## src/verilog/mpu_attr_pkg.sv

```systemverilog
package mpu_attr_pkg;

    localparam int ADDR_W = 8;
    localparam int DATA_W = 32;
    localparam int NUM_REGIONS = 8;
    localparam int ATTR_W = 13;

    // Register offsets
    localparam logic [7:0] OFS_CTRL = 8'h00;
    localparam logic [7:0] OFS_REGION_SEL = 8'h04;
    localparam logic [7:0] OFS_REGION_ATTR = 8'h08;
    localparam logic [7:0] OFS_FAULT_STAT = 8'h0c;
    localparam logic [7:0] OFS_FAULT_ADDR = 8'h10;
    localparam logic [7:0] OFS_LAST_ATTR = 8'h14;

    // Region attribute word layout
    localparam int ATTR_EN_BIT = 0;
    localparam int ATTR_B_BIT = 1;
    localparam int ATTR_C_BIT = 2;
    localparam int ATTR_S_BIT = 3;
    localparam int ATTR_TYPE_EXT_LSB = 4;
    localparam int ATTR_PERM_LSB = 8;
    localparam int ATTR_NOEXEC_BIT = 12;

    // Control word layout
    localparam int CTRL_ENABLE_BIT = 0;
    localparam int CTRL_PRIVDEF_BIT = 1;

    // Fault status layout
    localparam int FS_IACC_BIT = 0;
    localparam int FS_DACC_BIT = 1;
    localparam int FS_ADDR_VALID_BIT = 7;

    // Last-access attribute readback layout
    localparam int LAST_TYPE_LSB = 0;
    localparam int LAST_SHARE_BIT = 4;
    localparam int LAST_INNER_LSB = 8;
    localparam int LAST_OUTER_LSB = 10;

    // Values after reset
    localparam logic [1:0] CTRL_RESET = 2'h0;
    localparam logic [2:0] REGION_SEL_RESET = 3'h0;
    localparam logic [ATTR_W-1:0] ATTR_RESET = 13'h0000;
    localparam logic [7:0] FAULT_STAT_RESET = 8'h00;
    localparam logic [31:0] FAULT_ADDR_RESET = 32'h0000_0000;

    // Access permission codes
    localparam logic [2:0] PERM_NONE = 3'h0;
    localparam logic [2:0] PERM_PRIV_RW = 3'h1;
    localparam logic [2:0] PERM_USER_RO = 3'h2;
    localparam logic [2:0] PERM_FULL = 3'h3;
    localparam logic [2:0] PERM_RESERVED = 3'h4;
    localparam logic [2:0] PERM_PRIV_RO = 3'h5;
    localparam logic [2:0] PERM_RO = 3'h6;
    localparam logic [2:0] PERM_RO_ALT = 3'h7;

    // Cache policy codes
    localparam logic [1:0] POL_NONCACHE = 2'h0;
    localparam logic [1:0] POL_WB_RWA = 2'h1;
    localparam logic [1:0] POL_WT_NWA = 2'h2;
    localparam logic [1:0] POL_WB_NWA = 2'h3;

    typedef enum logic [3:0] {
        MEM_STRONG = 4'b0001,
        MEM_DEVICE = 4'b0010,
        MEM_NORMAL = 4'b0100,
        MEM_RESERVED = 4'b1000
    } mem_type_t;

endpackage : mpu_attr_pkg

```

## src/verilog/attr_if.sv

```systemverilog
`timescale 1ns/1ps
interface attr_if;
    import mpu_attr_pkg::*;
    logic [2:0] type_extension_field;
    logic shareable_bit;
    logic cacheable_bit;
    logic bufferable_bit;
    mem_type_t mem_type;
    logic shareable;
    logic [1:0] inner_cache_policy;
    logic [1:0] outer_cache_policy;

    modport decoder (
        input type_extension_field, shareable_bit, cacheable_bit, bufferable_bit,
        output mem_type, shareable, inner_cache_policy, outer_cache_policy
    );
    modport user (
        output type_extension_field, shareable_bit, cacheable_bit, bufferable_bit,
        input mem_type, shareable, inner_cache_policy, outer_cache_policy
    );
endinterface : attr_if

```

## src/verilog/attr_decode.sv

```systemverilog
`timescale 1ns/1ps
module attr_decode
    import mpu_attr_pkg::*;
(
    attr_if.decoder a // Raw attribute bits in, decoded attributes out
);

    logic [1:0] cb;
    assign cb = {a.cacheable_bit, a.bufferable_bit};

    always_comb begin
        a.mem_type = MEM_RESERVED;
        a.shareable = 1'b0;
        a.inner_cache_policy = POL_NONCACHE;
        a.outer_cache_policy = POL_NONCACHE;
        if (a.type_extension_field[2]) begin
            // RULE11: cached normal memory
            a.mem_type = MEM_NORMAL;
            a.shareable = a.shareable_bit;
            // RULE12: two-bit policy codes pass through
            a.outer_cache_policy = a.type_extension_field[1:0];
            a.inner_cache_policy = cb;
        end else begin
            case (a.type_extension_field[1:0])
                2'b00: begin
                    if (!a.cacheable_bit) begin
                        // RULE7: ordered or device, always shared
                        // RULE8: shareable bit not looked at
                        a.mem_type = a.bufferable_bit ? MEM_DEVICE : MEM_STRONG;
                        a.shareable = 1'b1;
                    end else begin
                        // RULE9: normal write-through or write-back
                        a.mem_type = MEM_NORMAL;
                        a.shareable = a.shareable_bit;
                        a.inner_cache_policy = a.bufferable_bit ? POL_WB_NWA : POL_WT_NWA;
                        a.outer_cache_policy = a.bufferable_bit ? POL_WB_NWA : POL_WT_NWA;
                    end
                end
                2'b01: begin
                    // RULE10: noncacheable or write-back allocate
                    if (cb == 2'b00 || cb == 2'b11) begin
                        a.mem_type = MEM_NORMAL;
                        a.shareable = a.shareable_bit;
                        a.inner_cache_policy = (cb == 2'b11) ? POL_WB_RWA : POL_NONCACHE;
                        a.outer_cache_policy = (cb == 2'b11) ? POL_WB_RWA : POL_NONCACHE;
                    end
                end
                2'b10: begin
                    // RULE7: non-shared device, rest reserved
                    if (cb == 2'b00) begin
                        a.mem_type = MEM_DEVICE;
                    end
                end
                default: begin
                    a.mem_type = MEM_RESERVED;
                end
            endcase
        end
    end

endmodule : attr_decode

```

## src/verilog/mpu_region_attribute_check.sv

```systemverilog
`timescale 1ns/1ps
// Overview of operation
// RULE1: Fault any access not granted by permissions
// RULE2: Code 000 refuses every access
// RULE3: 001 privileged only, 011 full access
// RULE4: 010 user reads allowed, user writes fault
// RULE5: 101 allows privileged reads only
// RULE6: 110/111 read-only; 100 reserved
// RULE7: Ordered and device encodings from bufferable bit
// RULE8: Shareable bit ignored for ordered/device/reserved
// RULE9: Type ext 000 cacheable gives normal memory
// RULE10: Type ext 001 noncacheable or write-back allocate
// RULE11: Type ext top bit gives outer/inner policies
// RULE12: Two-bit cache policy code meanings
// RULE13: Policies reported only, never change behaviour
// RULE14: Software marks flash and internal SRAM
// RULE15: Software marks external SRAM and peripherals
// RULE16: Violation raises memory management fault
// RULE17: Fault cause recorded in status register
// RULE18: Highest numbered matching region wins
// RULE19: Checked same cycle, faulting access blocked
module mpu_region_attribute_check
    import mpu_attr_pkg::*;
#(
    parameter int REGIONS = NUM_REGIONS
) (
    input wire logic clk, // System clock
    input wire logic rst_n, // Asynchronous reset
    input wire logic [ADDR_W-1:0] reg_addr, // Register address
    input wire logic [DATA_W-1:0] reg_wdata, // Register write data
    input wire logic reg_wr, // Register write strobe
    input wire logic reg_rd, // Register read strobe
    output logic [DATA_W-1:0] reg_rdata, // Read data, cycle after strobe
    input wire logic acc_valid, // Access presented
    input wire logic [31:0] acc_addr, // Access address
    input wire logic acc_write, // Access is a write
    input wire logic acc_fetch, // Access is an instruction fetch
    input wire logic acc_priv, // Access is privileged
    input wire logic [REGIONS-1:0] acc_hit, // Per-region address match
    output logic mem_valid, // Granted access towards memory
    output logic [31:0] mem_addr, // Granted address
    output logic mem_write, // Granted access is a write
    output mem_type_t mem_type, // Decoded memory type
    output logic mem_shareable, // Decoded shareability
    output logic [1:0] mem_inner_policy, // Decoded inner policy
    output logic [1:0] mem_outer_policy, // Decoded outer policy
    output logic perm_fault, // Permission fault pulse
    output logic mm_fault // Fault exception pending
);

    localparam int IDX_W = $clog2(REGIONS);

    logic [1:0] ctrl;
    logic [IDX_W-1:0] region_sel;
    logic [ATTR_W-1:0] region_attr [REGIONS];
    logic [7:0] fault_stat;
    logic [31:0] fault_addr;
    logic [15:0] last_attr;

    // Register decode
    wire wr_ctrl = reg_wr && (reg_addr == OFS_CTRL);
    wire wr_sel = reg_wr && (reg_addr == OFS_REGION_SEL);
    wire wr_attr = reg_wr && (reg_addr == OFS_REGION_ATTR);
    wire wr_fstat = reg_wr && (reg_addr == OFS_FAULT_STAT);
    wire wr_faddr = reg_wr && (reg_addr == OFS_FAULT_ADDR);
    wire mpu_on = ctrl[CTRL_ENABLE_BIT];
    wire privdef = ctrl[CTRL_PRIVDEF_BIT];

    // Permission table for one access
    function automatic logic perm_ok(input logic [2:0] perm, input logic priv,
                                     input logic write);
        logic ok;
        ok = 1'b0;
        case (perm)
            // RULE2: no access at all
            PERM_NONE: ok = 1'b0;
            // RULE3: privileged read/write only
            PERM_PRIV_RW: ok = priv;
            // RULE4: user read only
            PERM_USER_RO: ok = priv || !write;
            // RULE3: full access
            PERM_FULL: ok = 1'b1;
            // RULE5: privileged read only
            PERM_PRIV_RO: ok = priv && !write;
            // RULE6: read-only for both levels
            PERM_RO, PERM_RO_ALT: ok = !write;
            // RULE6: reserved code treated as no access
            default: ok = 1'b0;
        endcase
        return ok;
    endfunction : perm_ok

    // Highest numbered enabled region that matches
    function automatic logic [IDX_W:0] pick_region(input logic [REGIONS-1:0] hits);
        logic [IDX_W:0] res;
        res = '0;
        for (int i = 0; i < REGIONS; i++) begin
            if (hits[i]) begin
                res = {1'b1, IDX_W'(i)};
            end
        end
        return res;
    endfunction : pick_region

    logic [REGIONS-1:0] live_hit;
    genvar g;
    generate
        for (g = 0; g < REGIONS; g++) begin : g_live
            assign live_hit[g] = acc_hit[g] && region_attr[g][ATTR_EN_BIT];
        end
    endgenerate

    // RULE18: highest region number takes precedence
    wire [IDX_W:0] pick = pick_region(live_hit);
    wire win_found = pick[IDX_W];
    wire [IDX_W-1:0] win_idx = pick[IDX_W-1:0];
    wire [ATTR_W-1:0] win_attr = region_attr[win_idx];
    wire [2:0] win_perm = win_attr[ATTR_PERM_LSB +: 3];
    wire win_noexec = win_attr[ATTR_NOEXEC_BIT];

    attr_if dec_if ();
    assign dec_if.type_extension_field = win_attr[ATTR_TYPE_EXT_LSB +: 3];
    assign dec_if.shareable_bit = win_attr[ATTR_S_BIT];
    assign dec_if.cacheable_bit = win_attr[ATTR_C_BIT];
    assign dec_if.bufferable_bit = win_attr[ATTR_B_BIT];

    attr_decode u_decode (
        .a(dec_if)
    );

    // RULE1: permission check against winning region
    // RULE19: evaluated in the cycle the access is presented
    wire region_ok = perm_ok(win_perm, acc_priv, acc_write) && !(acc_fetch && win_noexec);
    wire background_ok = acc_priv && privdef;
    wire access_ok = !mpu_on || (win_found ? region_ok : background_ok);
    wire grant = acc_valid && access_ok;
    wire fault = acc_valid && !access_ok;

    // Unmatched or disabled accesses carry a plain normal attribute
    wire use_decoded = mpu_on && win_found;
    wire mem_type_t next_type = use_decoded ? dec_if.mem_type : MEM_NORMAL;
    wire next_share = use_decoded ? dec_if.shareable : 1'b0;
    wire [1:0] next_inner = use_decoded ? dec_if.inner_cache_policy : POL_NONCACHE;
    wire [1:0] next_outer = use_decoded ? dec_if.outer_cache_policy : POL_NONCACHE;

    // Set terms win over write-one-to-clear
    wire [7:0] fault_set = {fault && !acc_fetch, 5'h00, fault && !acc_fetch,
                            fault && acc_fetch};
    wire [7:0] fault_clr = wr_fstat ? reg_wdata[7:0] : 8'h00;
    wire [7:0] next_fault_stat = (fault_stat & ~fault_clr) | fault_set;
    wire capture_addr = fault && !acc_fetch;

    // Register read selection
    logic [DATA_W-1:0] next_rdata;
    always_comb begin
        next_rdata = '0;
        if (reg_addr == OFS_CTRL) begin
            next_rdata = {30'h0, ctrl};
        end else if (reg_addr == OFS_REGION_SEL) begin
            next_rdata = {{(DATA_W-IDX_W){1'b0}}, region_sel};
        end else if (reg_addr == OFS_REGION_ATTR) begin
            next_rdata = {{(DATA_W-ATTR_W){1'b0}}, region_attr[region_sel]};
        end else if (reg_addr == OFS_FAULT_STAT) begin
            next_rdata = {24'h0, fault_stat};
        end else if (reg_addr == OFS_FAULT_ADDR) begin
            next_rdata = fault_addr;
        end else if (reg_addr == OFS_LAST_ATTR) begin
            next_rdata = {16'h0, last_attr};
        end
    end

    always_ff @(posedge clk or negedge rst_n) begin
        if (!rst_n) begin
            ctrl <= CTRL_RESET;
            region_sel <= IDX_W'(REGION_SEL_RESET);
        end else begin
            if (wr_ctrl) begin
                ctrl <= reg_wdata[1:0];
            end
            if (wr_sel) begin
                region_sel <= reg_wdata[IDX_W-1:0];
            end
        end
    end

    generate
        for (g = 0; g < REGIONS; g++) begin : g_attr
            always_ff @(posedge clk or negedge rst_n) begin
                if (!rst_n) begin
                    region_attr[g] <= ATTR_RESET;
                end else if (wr_attr && region_sel == IDX_W'(g)) begin
                    region_attr[g] <= reg_wdata[ATTR_W-1:0];
                end
            end
        end
    endgenerate

    // RULE17: fault cause kept for software, address for data faults only
    always_ff @(posedge clk or negedge rst_n) begin
        if (!rst_n) begin
            fault_stat <= FAULT_STAT_RESET;
            fault_addr <= FAULT_ADDR_RESET;
        end else begin
            fault_stat <= next_fault_stat;
            if (capture_addr) begin
                fault_addr <= acc_addr;
            end else if (wr_faddr) begin
                fault_addr <= reg_wdata;
            end
        end
    end

    // RULE13: attributes only reported, never gate the access
    always_ff @(posedge clk or negedge rst_n) begin
        if (!rst_n) begin
            last_attr <= 16'h0000;
        end else if (grant) begin
            last_attr <= {4'h0, next_outer, next_inner, 3'h0, next_share, next_type};
        end
    end

    // RULE19: faulting access never reaches memory
    always_ff @(posedge clk or negedge rst_n) begin
        if (!rst_n) begin
            mem_valid <= 1'b0;
            mem_addr <= 32'h0000_0000;
            mem_write <= 1'b0;
            mem_type <= MEM_NORMAL;
            mem_shareable <= 1'b0;
            mem_inner_policy <= POL_NONCACHE;
            mem_outer_policy <= POL_NONCACHE;
        end else begin
            mem_valid <= grant;
            mem_addr <= grant ? acc_addr : 32'h0000_0000;
            mem_write <= grant && acc_write;
            mem_type <= next_type;
            mem_shareable <= next_share;
            mem_inner_policy <= next_inner;
            mem_outer_policy <= next_outer;
        end
    end

    // RULE16: fault exception raised until status cleared
    always_ff @(posedge clk or negedge rst_n) begin
        if (!rst_n) begin
            perm_fault <= 1'b0;
            mm_fault <= 1'b0;
            reg_rdata <= '0;
        end else begin
            perm_fault <= fault;
            mm_fault <= |next_fault_stat[FS_DACC_BIT:FS_IACC_BIT];
            reg_rdata <= reg_rd ? next_rdata : '0;
        end
    end

endmodule : mpu_region_attribute_check

```

## config.mk

```make
export PLATFORM = sky130hd
export DESIGN_NAME = mpu_region_attribute_check
export DESIGN_NICKNAME = d
export VERILOG_FILES = /design/src/verilog/mpu_attr_pkg.sv /design/src/verilog/attr_if.sv /design/src/verilog/attr_decode.sv /design/src/verilog/mpu_region_attribute_check.sv
export SDC_FILE = /design/constraint.sdc
export NUM_CORES = 1
export LEC_CHECK = 0
export BUFFER_PORTS_ARGS = -buffer_cell sky130_fd_sc_hd__buf_4
export CAP_MARGIN = 15
export CORE_MARGIN = 4
export CORE_UTILIZATION = 42
export DETAILED_ROUTE_END_ITERATION = 6
export GPL_ROUTABILITY_DRIVEN = 0
export HOLD_SLACK_MARGIN = 0.03
export SYNTH_ARGS = -nofsm -noshare
export SYNTH_HDL_FRONTEND = slang
export SYNTH_SLANG_ARGS = --single-unit
```

## constraint.sdc

```tcl
create_clock -name clk -period 4.2 [get_ports clk]
set_input_delay 0.63 -clock clk [delete_from_list [all_inputs] [get_ports clk]]
set_output_delay 0.63 -clock clk [all_outputs]
set_load 0.02 [all_outputs]
```

# ---- Yosys cells after proc, flatten, opt, wreduce, memory -nomap -nowiden
# Index checks and enable logic that the tools add are counted.
dict set report word_totals {
  reg_bits 235
  output_inout_bits 77
  wordCells 145
}
dict set report classes {
  order_cmp 2
  n_eq_ne 21
  mux 48
  bitwise 5
  n_reduce_logical 46
}
# cell n
set ops {}
lappend ops {{32-bit two-way mux} 9}
lappend ops {{13-bit binary-select mux with 3-bit select} 2}
lappend ops {{13-bit two-way mux} 4}
lappend ops {{4-bit two-way mux} 13}
lappend ops {{1-bit logical AND} 31}
lappend ops {{3-bit == test (second input constant)} 7}
lappend ops {{8-bit by 4-bit == test with 1-bit output (second input constant)} 2}
lappend ops {{8-bit by 5-bit == test with 1-bit output (second input constant)} 2}
lappend ops {{2-bit two-way mux} 7}
lappend ops {{3-bit by 2-bit == test with 1-bit output (second input constant)} 4}
lappend ops {{12-bit two-way mux} 1}
lappend ops {{4-bit one-hot mux with 3 select lines} 1}
lappend ops {{8-bit AND} 1}
lappend ops {{8-bit by 3-bit == test with 1-bit output (second input constant)} 1}
lappend ops {{4-bit >= comparator (second input constant)} 2}
lappend ops {{8-bit zero test} 1}
lappend ops {{8-bit two-way mux} 1}
lappend ops {{3-bit inverter with 4-bit output} 2}
lappend ops {{8-bit inverter} 1}
lappend ops {{8-bit OR} 1}
lappend ops {{1-bit two-way mux} 7}
lappend ops {{3-bit by 1-bit == test with 1-bit output (second input constant)} 2}
lappend ops {{1-bit zero test} 5}
lappend ops {{1-bit one-hot mux with 5 select lines} 1}
lappend ops {{other kinds (9)} 14}

# ---- Depth between registers and ports, before layout
# Gate-level depths: netlist of run 1.
dict set report logic_depth {
  ltp_word 24
  mapped_depth 14
  mapped_depth_nobuf 12
}

# ---- Cells and area by module
# Synthesis of run 1 repeated with hierarchy kept, for this count alone.
dict set report hier_totals {
  cells_unflattened 819
  area_unflattened_um2 11140.7
}
# module instances cells_per_inst area_each_um2 seq_area_each_um2
set by_module_without_submodules {}
lappend by_module_without_submodules {mpu_region_attribute_check 1 785 10904.2 5881.9}
lappend by_module_without_submodules {attr_decode 1 34 236.5 0.0}

# ---- Worst setup path before layout of run 1
# Ideal clock, no wire load.
dict set report synth_timing {
  path_kind {input to register}
  start {input port acc_hit[5]}
  end {register last_attr[4]}
  arrival_time_ps 3194
  setup_slack_ps 878
  stages 14
  cell_sequence {a22o_1 o21ai_0 buf_4 buf_4 buf_4 mux2i_1 mux2i_1 mux2i_1 inv_1 ha_1 inv_1 o21ai_0 a211oi_1 mux2_1}
}
# element line_no
set synth_lines {}
lappend synth_lines {{start: declaration} mpu_region_attribute_check.sv:39} ;# input wire logic [REGIONS-1:0] acc_hit,
lappend synth_lines {{1-bit logical AND (*)} mpu_region_attribute_check.sv:109} ;# assign live_hit[g] = acc_hit[g] && region_attr[g][ATTR_EN_BIT];
lappend synth_lines {{4-bit two-way mux (*) (3 in series)} mpu_region_attribute_check.sv:98} ;# if (hits[i]) begin
lappend synth_lines {{3-bit inverter with 4-bit output (not written as such)} mpu_region_attribute_check.sv:117} ;# wire [ATTR_W-1:0] win_attr = region_attr[win_idx];
lappend synth_lines {{13-bit binary-select mux with 3-bit select} mpu_region_attribute_check.sv:117}
lappend synth_lines {{13-bit two-way mux (not written as such) (2 in series)} mpu_region_attribute_check.sv:117}
lappend synth_lines {{2-bit == test / 2-bit zero test (equally long branches)} attr_decode.sv:41} ;# if (cb == 2'b00 || cb == 2'b11) begin
lappend synth_lines {{1-bit logical OR} attr_decode.sv:41}
lappend synth_lines {{1-bit two-way mux} attr_decode.sv:41}
lappend synth_lines {{1-bit one-hot mux with 2 select lines} attr_decode.sv:24} ;# case (a.type_extension_field[1:0])
lappend synth_lines {{1-bit two-way mux} attr_decode.sv:16} ;# if (a.type_extension_field[2]) begin
lappend synth_lines {{1-bit two-way mux (*)} mpu_region_attribute_check.sv:142} ;# wire next_share = use_decoded ? dec_if.shareable : 1'b0;
lappend synth_lines {{named net next_share} mpu_region_attribute_check.sv:142}
lappend synth_lines {{end signal: assignment} mpu_region_attribute_check.sv:218} ;# last_attr <= {4'h0, next_outer, next_inner, 3'h0, next_share, next_type};
lappend synth_lines {{end: declaration} mpu_region_attribute_check.sv:58} ;# logic [15:0] last_attr;
# Mark *: on every way through the listed nets, which the timed path passes. The rest lies on a longest branch. The select of a mux whose other input is x is not followed.
# A chain may end at the register's enable or synchronous reset.

# ---- Final worst setup path of run 1
dict set report layout_timing {
  start {register region_attr[65] in the netlist's numbering}
  end {register mem_addr[15]}
}
dict set report layout_between {
  elab_chain_len 19
}
# element line_no
set layout_rtl {}
lappend layout_rtl {{start: declaration} mpu_region_attribute_check.sv:55} ;# logic [ATTR_W-1:0] region_attr [REGIONS];
lappend layout_rtl {{start signal: indexed assignment} mpu_region_attribute_check.sv:192} ;# region_attr[g] <= reg_wdata[ATTR_W-1:0];
lappend layout_rtl {{1-bit logical AND (*)} mpu_region_attribute_check.sv:109}
lappend layout_rtl {{4-bit two-way mux (*) (6 in series)} mpu_region_attribute_check.sv:98}
lappend layout_rtl {{3-bit inverter with 4-bit output (not written as such)} mpu_region_attribute_check.sv:117}
lappend layout_rtl {{13-bit binary-select mux with 3-bit select} mpu_region_attribute_check.sv:117}
lappend layout_rtl {{13-bit two-way mux (not written as such) (2 in series)} mpu_region_attribute_check.sv:117}
lappend layout_rtl {{3-bit == test} mpu_region_attribute_check.sv:74} ;# case (perm)
lappend layout_rtl {{2-bit OR reduction} mpu_region_attribute_check.sv:74}
lappend layout_rtl {{1-bit one-hot mux with 5 select lines} mpu_region_attribute_check.sv:74}
lappend layout_rtl {{1-bit logical AND} mpu_region_attribute_check.sv:133} ;# wire region_ok = perm_ok(win_perm, acc_priv, acc_write) && !(acc_fetch && win_noexec);
lappend layout_rtl {{1-bit two-way mux (*)} mpu_region_attribute_check.sv:135} ;# wire access_ok = !mpu_on || (win_found ? region_ok : background_ok);
lappend layout_rtl {{1-bit logical OR (*)} mpu_region_attribute_check.sv:135}
lappend layout_rtl {{1-bit logical AND (*)} mpu_region_attribute_check.sv:136} ;# wire grant = acc_valid && access_ok;
lappend layout_rtl {{32-bit two-way mux (*)} mpu_region_attribute_check.sv:234} ;# mem_addr <= grant ? acc_addr : 32'h0000_0000;
lappend layout_rtl {{end signal: assignment} mpu_region_attribute_check.sv:234}
lappend layout_rtl {{end: declaration} mpu_region_attribute_check.sv:41} ;# output logic [31:0] mem_addr,
# Every way passes the cells marked *; elsewhere a longest branch is shown, timed or not. The select of a mux whose other input is x is not followed.

==> impl_metrics.toml, run 1 <==
[status]
status = "complete, no violations"

[final_layout]
antenna_cells = 0
nets = 1054
design_area_um2 = 13400
syn2layout_area_growth_pct = 23.1
fillCellCount = 2189
drive_above_1_share_pct = 48.5

[clocking]
clk_pin_slew_ps = 60
htreeDepth = 1
cts_tree = "yes"
cts-resized-gates = 0
cts_setup_buffers = 0
cts_buffer_depth = 3
cts_sinks = 235
hold_buffers = 0
cts_buffers = 26
clockRootBuffer = "clkbuf_16"
clk_latency_ps = 540

[sta]
hold_violations = 0
tightest_slew_ps = 898
slew_headroom_pct = 40.0
period_minus_slack_ps = 3310
setup_viol = 0
fin_tns_setup_ps = 0
timing.final.crit_share_pct = 78.8
fin_skew_ps = 21.7
slew_viol_final = 0
timing.fmax_mhz = 302
whs_ps = 65.2
rsz0062_at_grt = "false"

[detailed_routing]
drc = 0
dr.first_iter.drc_count = 476
via_per_inst = 5.43
ant_nets = 0
dr.pass1.iters = 5
post_drt_wl_per_cell_um = 21.8
via_count = 7112
route.final.wire_length_mm = 28.6

[place]
detailed_place_hpwl_mm = 19.9
numPortBuffers = 164
placed_area_um2 = 12600

[die]
die-area_um2 = 28600
core_area_um2 = 25300
num_rows = 58
die_y_um = 169
pin_count = 165
dieWidth_um = 169
initial_core_util_pct = 43.1

[global_routing]
grt_pass1_vias = 7298
antenna_found_initial = 0
overflow = 0
grt_usage_pct = 19.7
grt_pass1_wl_mm = 43.9
grt_max_degree = 86
busiest_layer = "met2"
grt_use_met1_pct = 28.3
grt_util_met2_pct = 31.9
grt_use_met3_pct = 3.61

[power]
cellPowerDensity_nw_per_um2 = 388
p_leak_nw = 6.47
max-vdd-ir-drop_mv = 0.255

[worst_setup_path]
crit_buf_inv = 2
end_kind = "register"
crit_top_cell = "buf_4"
crit_path_cell_trace = "nand2_1 > a32oi_1 > o21ai_4 > buf_4 > mux2_2 > a21oi_1 > o211ai_1 > a21oi_2 > o21a_2 > buf_4 > and2_1"
critPathRequiredTime_ps = 4680
path_max_fanout = 22
crit_arrival_ps = 3780
critPathSlowestCell = "o21a_2"
critPathKind = "reg -> reg"
max_stage_delay_ps = 510
rrSetupSlack_ps = 890
critPathLaunchType = "register"
critical_path.top_delay_family = "compound AO/OA/AOI/OAI gates"

[logic_synthesis]
yosysUniqueCellTypes = 53
synthMostInstantiatedCell = "dfrtp_1"
synth_flop_cell = "dfrtp_1"
synth-async-reset-ratio_pct = 100
syn_nets = 888
ys_seq_area_share_pct = 53.9
synthTopCellsByArea = "dfrtp_1 54%, mux2_2 20%, mux4_2 6.6%"
synth-edff-count = 0
synth.cells.most_frequent = "234 x dfrtp_1, 197 x mux2_2, 53 x and2_1, 38 x mux2i_1, 36 x nand2_1"
synth_top_cell_area_share_pct = 53.7
yosysTopAreaCell = "dfrtp_1"
syn-cell-area_um2 = 10900
synth_area_per_cell_um2 = 13.7
synthesis.instances = 797
synth_warnings = 0
ys_ff_latch = 235

[hold_path]
hold_class = "in -> async"

[job]
drv_cap = 0
-- sequential cells by signal (all words and copies together), names as in the netlist --
name / count
ctrl: 2
fault_addr: 32
fault_stat: 8
last_attr: 9
mem_addr: 32
mem_inner_policy: 2
mem_outer_policy: 2
mem_shareable: 1
mem_type: 4
mem_valid: 1
mem_write: 1
mm_fault: 1
perm_fault: 1
reg_rdata: 32
region_attr: 104
region_sel: 3
-- where the power goes --
group          total, W  internal [W]  switching, W
Sequential      0.00242       0.00237     0.0000584
Combinational  0.000465      0.000243      0.000222
Clock           0.00232       0.00142      0.000903
-- through the flow --
| stage | worst slack, ps | utilization [%] | std cells | total power (W) |
|---|---|---|---|---|
| after floorplan | 878 | - | 797 | 0.00270 |
| after CTS | 884 | 53.0 | 1310 | 0.00527 |
| after detailed placement | 545 | 49.6 | 1265 | 0.00294 |
| after global routing | 675 | 53.0 | 1310 | 0.00541 |
| after global placement | 596 | 49.6 | 1265 | 0.00293 |
| final | 891 | 53.0 | 1310 | 0.00521 |
-- routing by layer --
metal	share of wire (%)	wire, um	up-vias
met1	46	13000	3623
li1	-	-	3227
met4	1.5	416	0
met2	47	13400	231
met3	6.1	1750	31
met5	0	0	-
-- layout make-up --
cell class | count | area (um2) | share of cell area (%)
Sequential cell | 235 | 5880 | 43.8
Multi-Input combinational cell | 506 | 4790 | 35.7
Timing Repair Buffer | 190 | 1460 | 10.9
Clock buffer | 35 | 704 | 5.25
Tap cell | 330 | 413 | 3.07
Clock inverter | 10 | 164 | 1.22
Inverter | 4 | 15.0 | 0.112
-- layout by cell type, fill, tap and decap left out, drive strengths merged, types with 7 or more instances in the layout --
cell | netlist | layout
a21oi | 11 | 11
a22oi | 15 | 15
a31oi | 7 | 7
and2 | 53 | 53
buf | 25 | 190
clkbuf | 27 | 35
dfrtp | 234 | 234
mux2 | 199 | 199
mux2i | 38 | 38
mux4 | 32 | 32
nand2 | 37 | 37
nand3 | 9 | 9
nor2 | 29 | 29
o21ai | 12 | 12
-- kinds of logic after synthesis --
logic type               Yosys count  synth area share, %
multiplexers                     269                 30.6
buffers and inverters             56                 2.29
AO/OA/AOI/OAI                     81                 5.44
flip-flops                       235                 53.9
adder cells (fa/ha/maj)            3                0.344
AND/OR/NAND/NOR                  153                 7.34
-- path summary, 6_finish.rpt --
kind                       depth (start not counted)       startpoint             to
setup / recovery                                  11  region_attr[65]   mem_addr[15]
hold / removal                                     1            rst_n    mem_addr[3]
setup reg to reg                                  11  region_attr[65]   mem_addr[15]
hold reg to reg                                    1   fault_addr[26]  reg_rdata[26]
max in group asynchronous                          2            rst_n    mem_type[2]
min in group clk                                   2     acc_addr[18]   mem_addr[18]
Note: power is estimated with default switching activity, not from simulation.
==> inputs of run 2 (changes only) <==
--- a/config.mk
+++ b/config.mk
@@ -5,6 +5,7 @@
 export SDC_FILE = /design/constraint.sdc
 export NUM_CORES = 1
 export LEC_CHECK = 0
+export ABC_AREA = 1
 export BUFFER_PORTS_ARGS = -buffer_cell sky130_fd_sc_hd__buf_4
 export CAP_MARGIN = 15
 export CORE_MARGIN = 4
==> constraint.sdc (replaced) <==
create_clock -name clk -period 3.4 [get_ports clk]
set_input_delay 0.51 -clock clk [delete_from_list [all_inputs] [get_ports clk]]
set_output_delay 0.51 -clock clk [all_outputs]
set_load 0.02 [all_outputs]
==> run 2 against run 1 <==
Sequential power up 24%; flip-flop and latch count unchanged; first-iteration DRC count up 88%; sequential share of layout area down 0.38 points; cell area up 0.84%; core utilization down 0.76 points; clock-buffer cell count down 5; global-route usage up 3.5 points; synthesized cell count up 65%; combinational power up 31%; non-clock buffer count up 5; clock skew down 12 ps.
==> impl_metrics.toml, run 2 <==
[hold_path]
hold_start = "acc_addr[27]"
hold_class = "in -> reg"
min_path_cells = 3
min_to = "mem_addr[27]"

[detailed_routing]
dr.first_iter.drc_count = 896
ant_nets = 0
via_per_inst = 5.35
route.final.wire_length_mm = 34.1
drc = 0
post_drt_wl_per_cell_um = 18.7
dr.pass1.iters = 5
via_count = 9746

[sta]
fin_ws_ps = 500
fin_tns_setup_ps = 0
setup_viol = 0
slew_headroom_pct = 56.8
hold_violations = 0
tightest_slew_ps = 647
fin_skew_ps = 9.66
timing.final.crit_share_pct = 85.3
slew_viol_final = 0
rsz0062_at_grt = "false"
timing.fmax_mhz = 345
period_minus_slack_ps = 2900

[power]
p_leak_nw = 6.75
max-vdd-ir-drop_mv = 0.407
power_w = 0.00668
cellPowerDensity_nw_per_um2 = 493

[die]
die-area_um2 = 28900
die_y_um = 170
initial_core_util_pct = 42.6
pin_count = 165
dieWidth_um = 170
num_rows = 59
core_area_um2 = 25900

[worst_setup_path]
critPathRequiredTime_ps = 3810
critPathSlowestCell = "dfrtp_1"
worst_r2r_endpoint = "fault_addr[7]"
end_kind = "register"
critPathKind = "reg -> reg"
critical_path.top_delay_family = "simple AND/OR/NAND/NOR gates"
crit_top_cell = "nand2_1"
reg2reg_from = "region_attr[0]"
cp_num_cells = 11
crit_buf_inv = 2
rrSetupSlack_ps = 500
r2r_cells = 11
max_stage_delay_ps = 410
critPathLaunchType = "register"
crit_arrival_ps = 3310
path_max_fanout = 22
crit_path_cell_trace = "nand2_2 > nand2_1 > nor2_1 > nand2_1 > o21ai_0 > inv_2 > nand4_4 > buf_4 > nand2_1 > nand2_1 > nand2_1"

[logic_synthesis]
yosysTopAreaCell = "dfrtp_1"
synth_warnings = 0
synthTopCellsByArea = "dfrtp_1 53%, nand2_1 11%, o21ai_0 6.9%"
synth-edff-count = 0
synthMostInstantiatedCell = "nand2_1"
synth_flop_cell = "dfrtp_1"
synth_area_per_cell_um2 = 8.36
synth_top_cell_area_share_pct = 53.1
synth.cells.most_frequent = "312 x nand2_1, 234 x dfrtp_1, 151 x o21ai_0, 124 x inv_1, 123 x nand3_1"
yosysUniqueCellTypes = 48
syn-cell-area_um2 = 11000
syn_nets = 1410
ys_ff_latch = 235
synthesis.instances = 1319
ys_seq_area_share_pct = 53.3
synth-async-reset-ratio_pct = 100

[final_layout]
nets = 1559
stdcell_count = 1822
largest_register_ffs = 104
top_register = "region_attr"
mostFrequentLayoutCells = "312 x nand2_1, 234 x dfrtp_1, 187 x buf_4"
drive_above_1_share_pct = 19.9
final_util_pct = 52.3
final_common_cell = "nand2_1"
syn2layout_area_growth_pct = 22.8

[place]
pre_cts_ws_ps = 344
post-place-cells = 1775
detailed_place_hpwl_mm = 23.7
numPortBuffers = 164

[global_routing]
grt_pass1_wl_mm = 53.5
overflow = 0
grt_max_degree = 80
grt_use_met1_pct = 34.7
grt_util_met2_pct = 34.8
busiest_layer = "met2"
grt_use_met3_pct = 3.97
antenna_found_initial = 0
grt_usage_pct = 23.2
grt_pass1_vias = 9431

[clocking]
clk_pin_slew_ps = 70
htreeDepth = 1
cts-resized-gates = 0
cts_buffers = 25
clk_latency_ps = 520
cts_tree = "yes"
cts_sinks = 235
clockRootBuffer = "clkbuf_16"
cts_buffer_depth = 3

[status]
status = "complete, no violations"

[job]
drv_cap = 0
run 2: kinds of logic (layout without fill, tap and decap cells):
logic type | Yosys count | in the layout | share of synthesized area [%]
AND/OR/NAND/NOR | 611 | 611 | 24.9
AO/OA/AOI/OAI | 261 | 261 | 13.2
flip-flops | 235 | 235 | 53.3
buffers and inverters | 209 | 376 | 8.21
adder cells (fa/ha/maj) | 3 | 3 | 0.340
other | 0 | 1 | 0
run 2: through the flow:
step / instance area [um2] / hold slack, ps
global placement: 12600 / 466
detailed placement: 12600 / 477
floorplan: 11000 / 214
global route: 13500 / 192
finish: 13500 / 207
CTS: 13500 / 187
run 2: routing by layer:
layer	share of wire, %	vias to the layer above
met5	0	-
met4	2.8	0
met3	7.7	60
met2	45	399
met1	45	4660
li1	-	4627
run 2: how the worst max path moves through the flow:
stage / from / slack (ps) / to
after floorplan: acc_hit[7] / 930 / last_attr[4]
after global placement: acc_hit[7] / 360 / fault_addr[7]
after detailed placement: acc_hit[7] / 340 / fault_addr[7]
after CTS: region_attr[0] / 540 / fault_addr[7]
after global routing: region_attr[78] / 240 / last_attr[4]
final: region_attr[0] / 500 / fault_addr[7]
run 2: cell type report:
type,instances,area (um2)
clock inverters,15,240
diodes,1,2.50
inverters,136,513
multi-input cells,875,4240
repair buffers,195,1550
clock buffers,30,694
fillers,2482,12400
well taps,335,419
flip-flops and latches,235,5880
run 2: timing repair:
item	CTS	global route
hold buffers	1	0
endpoints found under the setup margin	0	0
buffers inserted	0	0
endpoints found under the hold margin	75	0
run 2: power by group:
part	total, W	leakage, nW	switching, W	internal [W]
Sequential	0.00300	3.21	0.0000766	0.00292
Combinational	0.000609	3.08	0.000367	0.000241
Clock	0.00307	0.453	0.00116	0.00191
Total	0.00668	6.75	0.00161	0.00507
run 2: worst register-to-register path, stage by stage, from the launching register on:
cell and delay [ps]:
dfrtp_1 410, nand2_2 340, nand2_1 160, nor2_1 390, nand2_1 330, o21ai_0 420, inv_2 120, nand4_4 120
buf_4 300, nand2_1 100, nand2_1 80, nand2_1 50
==> inputs of run 3 (changes only) <==
--- a/config.mk
+++ b/config.mk
@@ -5,8 +5,7 @@
 export SDC_FILE = /design/constraint.sdc
 export NUM_CORES = 1
 export LEC_CHECK = 0
-export ABC_AREA = 1
-export BUFFER_PORTS_ARGS = -buffer_cell sky130_fd_sc_hd__buf_4
+export BUFFER_PORTS_ARGS = -buffer_cell sky130_fd_sc_hd__buf_2
 export CAP_MARGIN = 15
 export CORE_MARGIN = 4
 export CORE_UTILIZATION = 42
==> run 3 against run 2 <==
Sequential share of layout area increased by 1.0 points; critical path depth unchanged; sequential power about the same; cell area decreased by 2.3%; register-to-register slack got worse by 180 ps; global-route usage decreased by 3.4 points; non-clock buffer count increased by 17; worst setup slack got worse by 180 ps; clock skew increased by 1.5 ps; cell count decreased by 27%; routed wire length decreased by 16%; largest power group is now sequential cells.
==> impl_metrics.toml, run 3 (synthesis results as in run 1) <==
[detailed_routing]
drc = 0
route.final.wire_length_mm = 28.6
dr.first_iter.drc_count = 482
post_drt_wl_per_cell_um = 21.4
via_count = 7252
dr.pass1.iters = 5
ant_nets = 0
via_per_inst = 5.44

[sta]
slew_headroom_pct = 38.2
fin_skew_ps = 11.2
tightest_slew_ps = 924
period_minus_slack_ps = 3080
timing.fmax_mhz = 325
hold_violations = 0
fin_tns_setup_ps = 0
rsz0062_at_grt = "false"
setup_viol = 0
slew_viol_final = 0
whs_ps = 195
timing.final.crit_share_pct = 90.6

[power]
cellPowerDensity_nw_per_um2 = 488
max-vdd-ir-drop_mv = 0.354
p_leak_nw = 6.51
power_w = 0.00646

[final_layout]
nets = 1075
largest_register_ffs = 104
mostFrequentLayoutCells = "232 x dfrtp_1, 197 x mux2_2, 163 x buf_2"
final_common_cell = "dfrtp_1"
design_area_um2 = 13200
syn2layout_area_growth_pct = 21.3
drive_above_1_share_pct = 50.0
multi_input_area_um2 = 4790
fillCellCount = 2164
regArea_um2 = 5880
antenna_cells = 0
stdcell_count = 1332
top_register = "region_attr"

[worst_setup_path]
critPathLaunchType = "register"
crit_top_cell = "buf_4"
crit_arrival_ps = 3560
crit_buf_inv = 3
path_max_fanout = 9
critPathSlowestCell = "mux4_2"
critPathKind = "reg -> reg"
critical_path.top_delay_family = "compound AO/OA/AOI/OAI gates"
critPathRequiredTime_ps = 3880
crit_path_cell_trace = "nand2_1 > a32oi_1 > o21ai_4 > buf_4 > mux4_2 > a21oi_2 > buf_4 > nand2_1 > a211oi_1 > buf_4 > mux2_2"
max_stage_delay_ps = 530
end_kind = "register"

[place]
post-place-cells = 1285
placed_area_um2 = 12300
detailed_place_hpwl_mm = 20.3
numPortBuffers = 164

[clocking]
clockRootBuffer = "clkbuf_16"
clk_pin_slew_ps = 60
clk_latency_ps = 530
cts_buffer_depth = 3
cts_setup_buffers = 0
cts_sinks = 235
cts_buffers = 25
htreeDepth = 1
cts_tree = "yes"

[status]
status = "complete, no violations"

[global_routing]
grt_usage_pct = 19.8
antenna_found_initial = 1
grt_pass1_wl_mm = 44.4
overflow = 0
busiest_layer = "met2"
grt_use_met3_pct = 3.40
grt_util_met2_pct = 31.4
grt_pass1_vias = 7432
grt_use_met1_pct = 28.9
grt_max_degree = 97

[die]
dieWidth_um = 169
die_y_um = 169
pin_count = 165
core_area_um2 = 25300
initial_core_util_pct = 43.1
die-area_um2 = 28600
num_rows = 58

[job]
drv_cap = 0

[hold_path]
hold_class = "in -> reg"
## run 3: routing by layer
metal / vias up / part of all wire, %
met5: - / 0.046
met4: 2 / 2.1
met3: 47 / 6.8
met2: 241 / 46
met1: 3705 / 45
li1: 3257 / -
## run 3: what timing repair did
action / 4_1_cts / 5_1_grt
hold endpoints to repair: 45 / 0
hold buffers: 1 / 0
resized for setup: 0 / 0
## run 3: final timing paths
check	startpoint	to	slack [ps]	cells after the start
worst max-delay path	region_attr[65]	last_attr[9]	320	11
worst min-delay path	acc_addr[10]	mem_addr[10]	200	2
worst max register to register	region_attr[65]	last_attr[9]	320	11
worst min register to register	fault_addr[24]	reg_rdata[24]	470	1
max in group asynchronous	rst_n	region_attr[11]	1900	3
min in group asynchronous	rst_n	fault_stat[2]	590	2
## run 3: final cells by class
| type | count | area share [%] |
|---|---|---|
| flip-flops and latches | 235 | 44.5 |
| well taps | 330 | 3.12 |
| clock buffers | 33 | 5.41 |
| multi-input cells | 506 | 36.2 |
| clock inverters | 12 | 1.36 |
| inverters | 4 | 0.113 |
| repair buffers | 212 | 9.33 |
## run 3: where the power goes
part / switching [W] / leakage, nW / internal [W]
sequential: 0.0000738 / 3.20 / 0.00292
combinational: 0.000277 / 2.86 / 0.000267
clock: 0.00113 / 0.440 / 0.00179
total: 0.00148 / 6.51 / 0.00498
## run 3: through the flow
| stage | setup slack (ps) | utilization [%] |
|---|---|---|
| after floorplan | 198 | - |
| after global placement | 128 | 48.6 |
| after detailed placement | 99.3 | 48.6 |
| after CTS | 306 | 52.2 |
| after global routing | 133 | 52.2 |
| final | 320 | 52.2 |
## run 3: worst register-to-register path: cells and delay by family (launching register included)
family,cells,cell delay [ps]
AO/OA/AOI/OAI,4,1180
buffers and inverters,3,650
flip-flops,1,410
multiplexers,2,670
AND/OR/NAND/NOR,2,130
